--- src/hw/sp_consts.svh ---
// Register addresses, bit positions, reset values and timing counts of the serial port.
`ifndef SP_CONSTS_SVH
`define SP_CONSTS_SVH
`define SP_SERIAL_CONTROL_STATUS_ADDR 8'h98
`define SP_SERIAL_BUFFER_REG_ADDR 8'h99
`define SP_SERIAL_CONTROL_STATUS_RESET 8'h00
`define SP_BIT_FE 7
`define SP_BIT_TI 1
`define SP_BIT_RI 0
`define SP_M0_BIT_CLKS 12
`define SP_M0_HALF (`SP_M0_BIT_CLKS / 2)
`define SP_OVERSAMPLE 16
`define SP_M2_TICK_SLOW (64 / `SP_OVERSAMPLE)
`define SP_M2_TICK_FAST (32 / `SP_OVERSAMPLE)
`define SP_RX_MID (`SP_OVERSAMPLE / 2)
`define SP_STATE_TIME_CLKS 2
`define SP_BRG_SLOW_PRE 6
`endif

--- src/hw/sp_pkg.sv ---
// Types shared by the serial port and its baud generator.
package sp_pkg;
   typedef struct packed {
      logic [7:0] addr;
      logic wr;
      logic rd;
      logic [7:0] wdata;
   } sp_sfr_req_t;

   typedef struct packed {
      logic mode2RateDouble;
      logic generatorRateDouble;
      logic bit7AliasSelect;
      logic txTimerBSelect;
      logic rxTimerBSelect;
      logic txInternalGenSelect;
      logic rxInternalGenSelect;
      logic fastDividerSelect;
      logic mode0GeneratorSelect;
      logic generatorRun;
      logic [7:0] generatorReloadValue;
      logic [15:0] timerBReload;
   } sp_cfg_t;

   typedef struct packed {
      logic modeSelectHi;
      logic modeSelectLo;
      logic multiprocEnable;
      logic receiveEnable;
      logic txNinthBit;
      logic rxNinthBit;
      logic transmitDoneFlag;
      logic receiveInterruptFlag;
   } sp_serial_control_status_t;

   typedef enum logic [2:0] {TX_IDLE = 3'b001, TX_WAIT = 3'b010, TX_SEND = 3'b100} sp_tx_state_t;
   typedef enum logic [1:0] {RX_IDLE = 2'b01, RX_SHIFT = 2'b10} sp_rx_state_t;

   typedef struct packed {
      sp_serial_control_status_t serial_control_status;
      logic framingErrorFlag;
      logic [7:0] rxBuf;
      logic [7:0] rdata;
      sp_tx_state_t txState;
      logic [10:0] txShift;
      logic [3:0] txCnt;
      logic [3:0] txDiv;
      logic txHalf;
      sp_rx_state_t rxState;
      logic [7:0] rxData;
      logic rxNinth;
      logic [3:0] rxCnt;
      logic [3:0] rxDiv;
      logic rxHalf;
      logic rxS1;
      logic rxS2;
      logic rxS3;
      logic [1:0] m2Cnt;
      logic [2:0] m0Cnt;
      logic m0Phase;
      logic txd;
      logic rxdOut;
      logic rxdOe;
   } sp_port_st_t;

   typedef struct packed {
      logic [15:0] t2Cnt;
      logic t2Phase;
      logic t2Ovf;
      logic [2:0] preCnt;
      logic [7:0] brgCnt;
      logic brgOvf;
   } sp_gen_st_t;
endpackage

--- src/hw/sp_baud_gen.sv ---
// Timer 2 baud mode and internal reload baud generator, each giving one-cycle overflow pulses.
`timescale 1ns/100ps
`include "sp_consts.svh"
module sp_baud_gen import sp_pkg::*; #(
   parameter int PRESCALE = `SP_BRG_SLOW_PRE
) (
   // Clock and reset.
   input wire logic clock,
   input wire logic reset,
   // Configuration.
   input wire sp_cfg_t cfg,
   // Overflow pulses.
   output logic brgOvf,
   output logic t2Ovf
);
   sp_gen_st_t q, d;

   if (PRESCALE < 1 || PRESCALE > 7) begin : g_chk
      $error("sp_baud_gen: PRESCALE must be 1 to 7");
   end

   always_comb begin
      d = q;
      d.t2Ovf = 1'b0;
      d.brgOvf = 1'b0;
      // Timer 2 steps once per state time and reloads silently on rollover.
      if (cfg.txTimerBSelect || cfg.rxTimerBSelect) begin
         d.t2Phase = !q.t2Phase;
         if (q.t2Phase) begin
            if (q.t2Cnt == 16'hffff) begin
               d.t2Cnt = cfg.timerBReload;
               d.t2Ovf = 1'b1;
            end else begin
               d.t2Cnt = q.t2Cnt + 16'h0001;
            end
         end
      end
      // The slow speed inserts a fixed prescaler ahead of the 8-bit reload counter.
      if (cfg.generatorRun) begin
         if (cfg.fastDividerSelect || q.preCnt == 3'(PRESCALE - 1)) begin
            d.preCnt = 3'h0;
            if (q.brgCnt == 8'hff) begin
               d.brgCnt = cfg.generatorReloadValue;
               d.brgOvf = 1'b1;
            end else begin
               d.brgCnt = q.brgCnt + 8'h01;
            end
         end else begin
            d.preCnt = q.preCnt + 3'h1;
         end
      end
   end

   always_ff @(posedge clock) begin
      if (reset) begin
         q <= '0;
      end else begin
         q <= d;
      end
   end

   assign brgOvf = q.brgOvf;
   assign t2Ovf = q.t2Ovf;
endmodule // sp_baud_gen

--- src/hw/sp_serial_port.sv ---
// Serial port: shift-register mode and three UART modes behind control and buffer registers.
// ============================================================================
// Operation
// - Async transmitter and receiver run independently; in modes 1 and 3 each at its own baud rate, in mode 2 both at the mode 2 rate.
// - Receiver shifts a new byte while the old is unread; one is lost.
// - One buffer address: writes load transmit, reads return separate receive register.
// - Mode 0: data on receive pin, shift clock on transmit pin, 8 bits LSB first.
// - Mode 1: start, eight data LSB first, stop; stop goes to receive ninth bit.
// - Modes 2/3: start, eight data, transmit ninth bit, stop; stop only checked for framing error on receive.
// - Mode 2 rate is oscillator over 64, or over 32 when doubled.
// - Mode 3 equals mode 2 except its rate comes from selected source.
// - Mode 0 receives when flag clear, enabled and transmitter idle; others on start bit if enabled.
// - Alias select maps bit 7 to sticky framing error, cleared only by software.
// - Ninth bit received in modes 2/3, stop bit in mode 1, unused in mode 0.
// - Transmit flag sets after 8th bit in mode 0, at stop start otherwise.
// - Each direction picks internal generator, else timer 2, else timer 1.
// - Internal generator rate follows reload value, fast divider and rate doubling.
// - Internal generator clocks modes 1 and 3, and mode 0 when selected.
// - Async receive samples each bit once, on tick 8 of 16 per bit; falling edge resets divider.
// - Transmit frame starts only after next divide-by-16 rollover after a write.
// - Timer 2 baud mode counts every state time and reloads without flag.
`timescale 1ns/100ps
`include "sp_consts.svh"
module sp_serial_port import sp_pkg::*; #(
   parameter int M0_HALF = `SP_M0_HALF
) (
   // Clock and reset.
   input wire logic clock,
   input wire logic reset,
   // Special function register access.
   input wire sp_sfr_req_t sfrReq,
   output logic [7:0] sfrRdata,
   // Configuration held in other registers and the timer 1 overflow pulse.
   input wire sp_cfg_t cfg,
   input wire logic timer1Ovf,
   // Serial pins.
   output logic txd,
   input wire logic rxdIn,
   output logic rxdOut,
   output logic rxdOe
);
   sp_port_st_t q, d;
   logic [1:0] mode;
   logic wrScon, wrBuf, m0Tick, m2Tick, txRaw, rxRaw, txTick, rxTick, txRoll, rxSample;
   logic txDbl, rxDbl, ninth;
   logic [3:0] txLast, rxLast;
   logic brgOvf, t2Ovf;

   if (M0_HALF < 1 || M0_HALF > 8) begin : g_chk
      $error("sp_serial_port: M0_HALF must be 1 to 8");
   end

   function automatic logic pick_src(input logic intSel, input logic t2Sel, input logic brg,
      input logic t2, input logic t1);
      pick_src = intSel ? brg : (t2Sel ? t2 : t1);
   endfunction

   // Timer 2 already runs at sixteen ticks per bit; the others halve unless doubled.
   function automatic logic src_double(input logic intSel, input logic t2Sel, input sp_cfg_t c);
      src_double = intSel ? c.generatorRateDouble : (t2Sel | c.mode2RateDouble);
   endfunction

   sp_baud_gen u_gen (
      .clock(clock),
      .reset(reset),
      .cfg(cfg),
      .brgOvf(brgOvf),
      .t2Ovf(t2Ovf)
   );

   always_comb begin
      d = q;
      mode = {q.serial_control_status.modeSelectHi, q.serial_control_status.modeSelectLo};
      wrScon = sfrReq.wr && sfrReq.addr == `SP_SERIAL_CONTROL_STATUS_ADDR;
      wrBuf = sfrReq.wr && sfrReq.addr == `SP_SERIAL_BUFFER_REG_ADDR;
      // =====================================================================
      // Bit clocks
      m0Tick = cfg.mode0GeneratorSelect ? brgOvf : (q.m0Cnt == 3'(M0_HALF - 1));
      d.m0Cnt = (q.m0Cnt == 3'(M0_HALF - 1)) ? 3'h0 : q.m0Cnt + 3'h1;
      if (m0Tick) d.m0Phase = !q.m0Phase;
      m2Tick = q.m2Cnt == (cfg.mode2RateDouble ? 2'(`SP_M2_TICK_FAST - 1)
         : 2'(`SP_M2_TICK_SLOW - 1));
      d.m2Cnt = m2Tick ? 2'h0 : q.m2Cnt + 2'h1;
      txRaw = pick_src(cfg.txInternalGenSelect, cfg.txTimerBSelect, brgOvf, t2Ovf, timer1Ovf);
      rxRaw = pick_src(cfg.rxInternalGenSelect, cfg.rxTimerBSelect, brgOvf, t2Ovf, timer1Ovf);
      txDbl = src_double(cfg.txInternalGenSelect, cfg.txTimerBSelect, cfg);
      rxDbl = src_double(cfg.rxInternalGenSelect, cfg.rxTimerBSelect, cfg);
      if (txRaw && !txDbl) d.txHalf = !q.txHalf;
      if (rxRaw && !rxDbl) d.rxHalf = !q.rxHalf;
      txTick = (mode == 2'b10) ? m2Tick : txRaw && (txDbl || q.txHalf);
      rxTick = (mode == 2'b10) ? m2Tick : rxRaw && (rxDbl || q.rxHalf);
      if (txTick) d.txDiv = q.txDiv + 4'h1;
      txRoll = txTick && q.txDiv == 4'hf;
      rxSample = rxTick && q.rxDiv == 4'(`SP_RX_MID - 1);
      txLast = (mode == 2'b01) ? 4'd9 : 4'd10;
      rxLast = txLast;
      ninth = (mode == 2'b01) ? q.rxS2 : q.rxNinth;
      // =====================================================================
      // Control register writes; hardware sets below override a clearing write.
      if (wrScon) begin
         d.serial_control_status = sp_serial_control_status_t'(sfrReq.wdata);
         if (cfg.bit7AliasSelect) begin
            d.serial_control_status.modeSelectHi = q.serial_control_status.modeSelectHi;
            d.framingErrorFlag = sfrReq.wdata[`SP_BIT_FE];
         end
      end
      // =====================================================================
      // Transmitter
      unique case (q.txState)
         TX_IDLE: begin
            if (wrBuf) begin
               d.txCnt = 4'h0;
               if (mode == 2'b00) begin
                  d.txShift = {3'b111, sfrReq.wdata};
                  d.txState = TX_WAIT;
               end else begin
                  d.txShift = {1'b1, (mode == 2'b01) | q.serial_control_status.txNinthBit, sfrReq.wdata, 1'b0};
                  d.txState = TX_WAIT;
               end
            end
         end
         TX_WAIT: begin
            if ((mode == 2'b00) ? (m0Tick && q.m0Phase) : txRoll) d.txState = TX_SEND;
         end
         TX_SEND: begin
            if (mode == 2'b00) begin
               if (m0Tick && q.m0Phase) begin
                  d.txShift = {1'b1, q.txShift[10:1]};
                  d.txCnt = q.txCnt + 4'h1;
                  if (q.txCnt == 4'd7) begin
                     d.serial_control_status.transmitDoneFlag = 1'b1;
                     d.txState = TX_IDLE;
                  end
               end
            end else if (txRoll) begin
               d.txShift = {1'b1, q.txShift[10:1]};
               d.txCnt = q.txCnt + 4'h1;
               if (q.txCnt + 4'h1 == txLast) d.serial_control_status.transmitDoneFlag = 1'b1;
               if (q.txCnt == txLast) d.txState = TX_IDLE;
            end
         end
      endcase
      // =====================================================================
      // Receiver
      d.rxS1 = rxdIn;
      d.rxS2 = q.rxS1;
      d.rxS3 = q.rxS2;
      unique case (q.rxState)
         RX_IDLE: begin
            if (mode == 2'b00) begin
               if (q.serial_control_status.receiveEnable && !q.serial_control_status.receiveInterruptFlag
                  && q.txState == TX_IDLE) begin
                  d.rxCnt = 4'h0;
                  d.rxState = RX_SHIFT;
               end
            end else if (q.serial_control_status.receiveEnable && q.rxS3 && !q.rxS2) begin
               d.rxDiv = 4'h0;
               d.rxCnt = 4'h0;
               d.rxState = RX_SHIFT;
            end
         end
         RX_SHIFT: begin
            if (mode == 2'b00) begin
               if (m0Tick && !q.m0Phase) begin
                  d.rxData = {q.rxS2, q.rxData[7:1]};
                  d.rxCnt = q.rxCnt + 4'h1;
                  if (q.rxCnt == 4'd7) begin
                     d.rxBuf = d.rxData;
                     d.serial_control_status.receiveInterruptFlag = 1'b1;
                     d.rxState = RX_IDLE;
                  end
               end
            end else begin
               if (rxTick) d.rxDiv = q.rxDiv + 4'h1;
               if (rxSample) begin
                  d.rxCnt = q.rxCnt + 4'h1;
                  if (q.rxCnt == 4'd0 && q.rxS2) d.rxState = RX_IDLE;
                  if (q.rxCnt >= 4'd1 && q.rxCnt <= 4'd8) d.rxData = {q.rxS2, q.rxData[7:1]};
                  if (q.rxCnt == 4'd9) d.rxNinth = q.rxS2;
                  if (q.rxCnt == rxLast) begin
                     d.rxState = RX_IDLE;
                     if (!q.rxS2) d.framingErrorFlag = 1'b1;
                     // A byte finishing while the flag is still set is dropped.
                     if (!q.serial_control_status.receiveInterruptFlag
                        && (!q.serial_control_status.multiprocEnable || ninth)) begin
                        d.rxBuf = q.rxData;
                        d.serial_control_status.rxNinthBit = ninth;
                        d.serial_control_status.receiveInterruptFlag = 1'b1;
                     end
                  end
               end
            end
         end
      endcase
      // =====================================================================
      // Pins and read data
      if (mode == 2'b00) begin
         d.txd = (d.txState == TX_SEND || d.rxState == RX_SHIFT) ? d.m0Phase : 1'b1;
      end else begin
         d.txd = (d.txState == TX_SEND) ? d.txShift[0] : 1'b1;
      end
      d.rxdOe = mode == 2'b00 && d.txState == TX_SEND;
      d.rxdOut = d.rxdOe ? d.txShift[0] : 1'b1;
      if (sfrReq.rd) begin
         if (sfrReq.addr == `SP_SERIAL_CONTROL_STATUS_ADDR) begin
            d.rdata = q.serial_control_status;
            if (cfg.bit7AliasSelect) d.rdata[`SP_BIT_FE] = q.framingErrorFlag;
         end else if (sfrReq.addr == `SP_SERIAL_BUFFER_REG_ADDR) begin
            d.rdata = q.rxBuf;
         end else begin
            d.rdata = 8'h00;
         end
      end
   end

   always_ff @(posedge clock) begin
      if (reset) begin
         q <= '0;
         q.serial_control_status <= `SP_SERIAL_CONTROL_STATUS_RESET;
         q.txState <= TX_IDLE;
         q.rxState <= RX_IDLE;
         q.rxS1 <= 1'b1;
         q.rxS2 <= 1'b1;
         q.rxS3 <= 1'b1;
         q.txd <= 1'b1;
         q.rxdOut <= 1'b1;
      end else begin
         q <= d;
      end
   end

   assign sfrRdata = q.rdata;
   assign txd = q.txd;
   assign rxdOut = q.rxdOut;
   assign rxdOe = q.rxdOe;
endmodule // sp_serial_port

--- config.mk ---
export PLATFORM = sky130hd
export DESIGN_NAME = sp_serial_port
export DESIGN_NICKNAME = d
export VERILOG_FILES = /design/src/hw/sp_pkg.sv /design/src/hw/sp_baud_gen.sv /design/src/hw/sp_serial_port.sv
export VERILOG_INCLUDE_DIRS = /design/src /design/src/hw
export SDC_FILE = /design/constraint.sdc
export NUM_CORES = 1
export LEC_CHECK = 0
export BUFFER_PORTS_ARGS = -buffer_cell sky130_fd_sc_hd__buf_2
export CORE_AREA = 8 8 130 132
export DETAILED_ROUTE_END_ITERATION = 10
export DIE_AREA = 0 0 138 140
export GPL_TIMING_DRIVEN = 0
export HOLD_SLACK_MARGIN = 0.08
export PLACE_DENSITY = 0.61
export SYNTH_ARGS = -nofsm -noshare
export SYNTH_HDL_FRONTEND = slang
export SYNTH_HIERARCHICAL = 1
export SYNTH_SLANG_ARGS = --single-unit
--- constraint.sdc ---
create_clock -name clock -period 2.7 [get_ports clock]
set_clock_uncertainty 0.1 [all_clocks]
set_input_delay 0.135 -clock clock [delete_from_list [all_inputs] [get_ports clock]]
set_output_delay 0.135 -clock clock [all_outputs]
set_load 0.02 [all_outputs]
==> PnR_summary.wiki <==
{| class="wikitable"
! Metric !! Value
|-
| Data arrival time of the critical path || 2.63 ns
|-
| Vias per Instance || 5.52
|-
| Clock Root Buffer || clkbuf_16
|-
| Via total after detailed routing || 5506
|-
| Number of clock buffers inserted by TritonCTS || 9
|-
| Pins Over Slew Limit || 0
|-
| CTS clock-pin slew for the worst setup and hold paths || 0.07 ns
|-
| Overflow left after global routing || 0
|-
| GP Congestion || 0.865
|-
| Clock Sinks || 110
|-
| Max frequency || 0.404 GHz
|-
| Buffers added on ports || 64
|-
| Hpwl dp || 11600 um
|-
| Max incr delay on CP || 0.39 ns
|-
| Number of standard cells after synthesis || 691
|-
| Remaining design rule violation count || 0
|-
| Critical Path, Cell by Cell || inv_1 > ha_1 > nand2_1 > o21ai_1 > ha_1 > nand4_1 > and2_1 > a221oi_1 > nor2_1 > o21a_1
|-
| Actual transition at the worst max-transition pin || 0.858 ns
|-
| Standard cell with the maximum stage delay on the critical path || a221oi_1
|-
| Utilization after layout || 46.9%
|-
| EDFF count, synth || 0
|-
| Die extent in x || 138 um
|-
| Final TNS setup || 0 ns
|-
| Number of fillers in the final layout || 1438
|-
| VDD IR-drop max || 0.347 mV
|-
| Iteration-0 DRC count of the detailed router || 300
|-
| Ys async rst share || 0%
|-
| Area added between synthesis and finish || 21.0%
|-
| Synthesized net count || 761
|-
| Wire length of the first global-routing pass || 25800 um
|-
| H-tree depth || 3
|-
| Primary FF master, synth || dfxtp_1
|-
| Crit share post-route || 91.7%
|-
| Layout cell share with drive strength beyond 1 || 16.1%
|-
| Post-route minimum period || 2.48 ns
|-
| Warnings from Yosys || 6
|-
| Critical path launch point || q[5]$_SDFF_PP0_
|-
| Post-layout nets || 874
|-
| Antenna violations before repair || 0
|-
| GRT Util Overall || 15.9%
|-
| Number of failing setup endpoints in the final timing report || 0
|-
| Vias in the first global route || 5373
|-
| Aggregate routed wire length || 15500 um
|-
| Routed length per placed instance || 15.5 um
|-
| Final hold violations || 0
|-
| RSZ-0062 raised after global routing || false
|-
| Cell area after synthesis || 0.00576 mm^2
|-
| Iteration count of the initial detailed-routing pass || 5
|-
| Netlist cell types || 76
|-
| Max FO, Critical Path || 3
|-
| Die Area || 0.0193 mm^2
|-
| Share of synthesized area occupied by flip-flops and latches || 38.2%
|-
| P per Cell Area || 460 mW/mm^2
|-
| Mean instance size in the synthesized netlist || 8.34 um^2
|-
| Insertion delay to the later sink of the worst-skew pair || 0.36 ns
|-
| Number of synthesized register bits || 110
|-
| Worst min-delay path class || input pin to flop
|-
| Leak pwr || 2.56 nW
|-
| Area of the placeable core || 0.0149 mm^2
|-
| Critical Path RT || 2.85 ns
|-
| Post-route antenna net violation count || 0
|-
| Count of max-cap constraint violations || 0
|-
| Startpoint type of the worst setup path || flop
|-
| Number of placement rows || 45
|-
| Die height || 140 um
|-
| Outcome || finished clean
|-
| Startpoint-to-endpoint class of the critical path || flop to flop
|-
| HP Start || cfg[33]
|-
| Startpoint of the worst register-to-register path || q[5]$_SDFF_PP0_
|-
| Buffers from clock root to sink, at most || 2
|-
| Largest net degree at the start of global routing || 19
|-
| Most frequent CP cell || ha_1
|-
| Initial Util || 38.8%
|-
| Worst-case headroom to the max-slew limit || 42.3%
|-
| Element type at the critical path end || flop
|-
| TritonCTS clock tree || yes
|-
| I/O pin total || 67
|}
timing repair:
action,4_1_cts,5_1_grt
hold buffers,36,0
buffers inserted,0,2
resized for setup,0,1
hold endpoints to repair,39,0
setup endpoints to repair,0,12
metal layers:
layer,track usage (%),vias to the layer above,part of all wire [%]
li1,-,2749,-
met1,19.0,2579,45
met2,27.1,167,48
met3,4.09,11,5.9
met4,5.09,0,1.2
met5,0,-,0
synthesized netlist by cell type, types with 3 or more instances:
cell	n	share of area, %
a211oi_1	29	3.8
a211oi_2	3	0.65
a21o_1	3	0.39
a21oi_1	54	4.7
a22oi_1	17	2.2
a311oi_1	6	0.91
a31oi_1	13	1.4
a32oi_1	3	0.46
and2_1	4	0.43
and3_1	12	1.3
and3_2	3	0.39
and4_1	3	0.46
buf_1	3	0.20
buf_2	4	0.35
buf_4	11	1.4
buf_6	4	0.78
clkbuf_1	20	1.3
dfxtp_1	110	38
ha_1	14	3.0
inv_1	24	1.6
mux2_2	4	0.78
mux2i_1	20	3.5
nand2_1	74	4.8
nand2b_1	5	0.54
nand3_1	27	2.3
nand4_1	7	0.76
nor2_1	68	4.4
nor2b_1	8	0.87
nor3_1	18	1.6
nor3b_1	6	0.78
nor4_1	5	0.54
o211ai_1	5	0.65
o21a_1	5	0.65
o21ai_0	19	1.7
o21ai_1	4	0.35
o22ai_1	3	0.33
o2bb2ai_1	8	1.2
o32ai_1	3	0.46
or2_2	4	0.43
or3_1	4	0.43
xnor2_1	7	1.1
xor2_1	4	0.61
per-stage QoR:
step           cells  total power, mW  cell area (um^2)  setup slack (ns)  hold slack, ns
6_report         998             3.21              6970             0.223          0.0865
2_1_floorplan    691             1.84              5760             0.615           0.139
3_5_place_dp     943             1.94              6320             0.102           0.227
3_3_place_gp     943             1.93              6320             0.136           0.223
4_1_cts          995             3.24              6950            0.0761          0.0830
5_1_grt          997             3.34              6970            0.0307           0.112
final timing paths:
kind,cells past startpoint,slack [ns],endpoint
hold reg to reg,1,0.31,d[9]$_SDFF_PP1_
setup / recovery,10,0.22,q[31]$_SDFF_PP0_
hold / removal,4,0.09,q[8]$_SDFF_PP0_
setup reg to reg,10,0.22,q[31]$_SDFF_PP0_
state kept, by name, summed over array words and instances, names as in the netlist:
name          count
u_gen/brgOvf      1
rxdOut            1
rxdOe             1
q                65
sfrRdata          8
u_gen/t2Ovf       1
u_gen/q          28
mode              2
d                 2
txd               1
report_power, final:
part	internal, mW	switching (mW)	leakage (nW)
Sequential	1.65	0.0225	0.891
Clock	0.632	0.635	0.126
Combinational	0.125	0.142	1.55
Total	2.41	0.799	2.56
cell families (layout without fill, tap and decap cells):
family          Yosys count  after routing  share of synthesized area [%]
compound gates          197            197                           23.5
xor+xnor                 11             11                           1.67
fa+ha+maj                14             14                           3.04
buf+inv                  66            184                           5.62
flops                   110            110                           38.2
mux                      24             24                           4.26
other cells               0              1                              0
simple gates            269            269                           23.7
cell type report:
cell class,count,area (um^2),area share (%)
Multi-Input combinational cell,515,3240,46.4
Sequential cell,110,2200,31.6
Timing Repair Buffer,102,696,9.98
Tap cell,188,235,3.38
Buffer,42,234,3.36
Clock buffer,10,229,3.29
Inverter,24,90.1,1.29
Clock inverter,6,45.0,0.646
Antenna cell,1,2.50,0.0359
layout by cell type, fill, tap and decap left out, types with 4 or more instances in the layout:
master | netlist | routed
buf_2 | 4 | 68
a311oi_1 | 6 | 6
mux2_2 | 4 | 4
and2_1 | 4 | 4
inv_1 | 24 | 24
nor4_1 | 5 | 5
o21a_1 | 5 | 5
o2bb2ai_1 | 8 | 8
nand2b_1 | 5 | 5
a22oi_1 | 17 | 17
ha_1 | 14 | 14
xor2_1 | 4 | 4
nor2_1 | 68 | 68
nor2b_1 | 8 | 8
nand4_1 | 7 | 7
clkbuf_16 | 0 | 9
and3_1 | 12 | 12
buf_4 | 11 | 13
or2_2 | 4 | 4
buf_6 | 4 | 4
nand3_1 | 27 | 27
nand2_1 | 74 | 74
a211oi_1 | 29 | 29
a21oi_1 | 54 | 54
o21ai_1 | 4 | 5
nor3b_1 | 6 | 6
dlygate4sd3_1 | 0 | 36
xnor2_1 | 7 | 7
o211ai_1 | 5 | 5
a31oi_1 | 13 | 13
or3_1 | 4 | 4
clkbuf_1 | 20 | 21
o21ai_0 | 19 | 18
dfxtp_1 | 110 | 110
nor3_1 | 18 | 18
mux2i_1 | 20 | 20
critical path, delay by kind of cell, from the launching register on:
kind            cells  cell delay, ns
flops               1            0.32
fa+ha+maj           2            0.44
simple gates        4            0.65
buf+inv             1            0.06
compound gates      3            0.80
(Power assumes the default switching activity.)
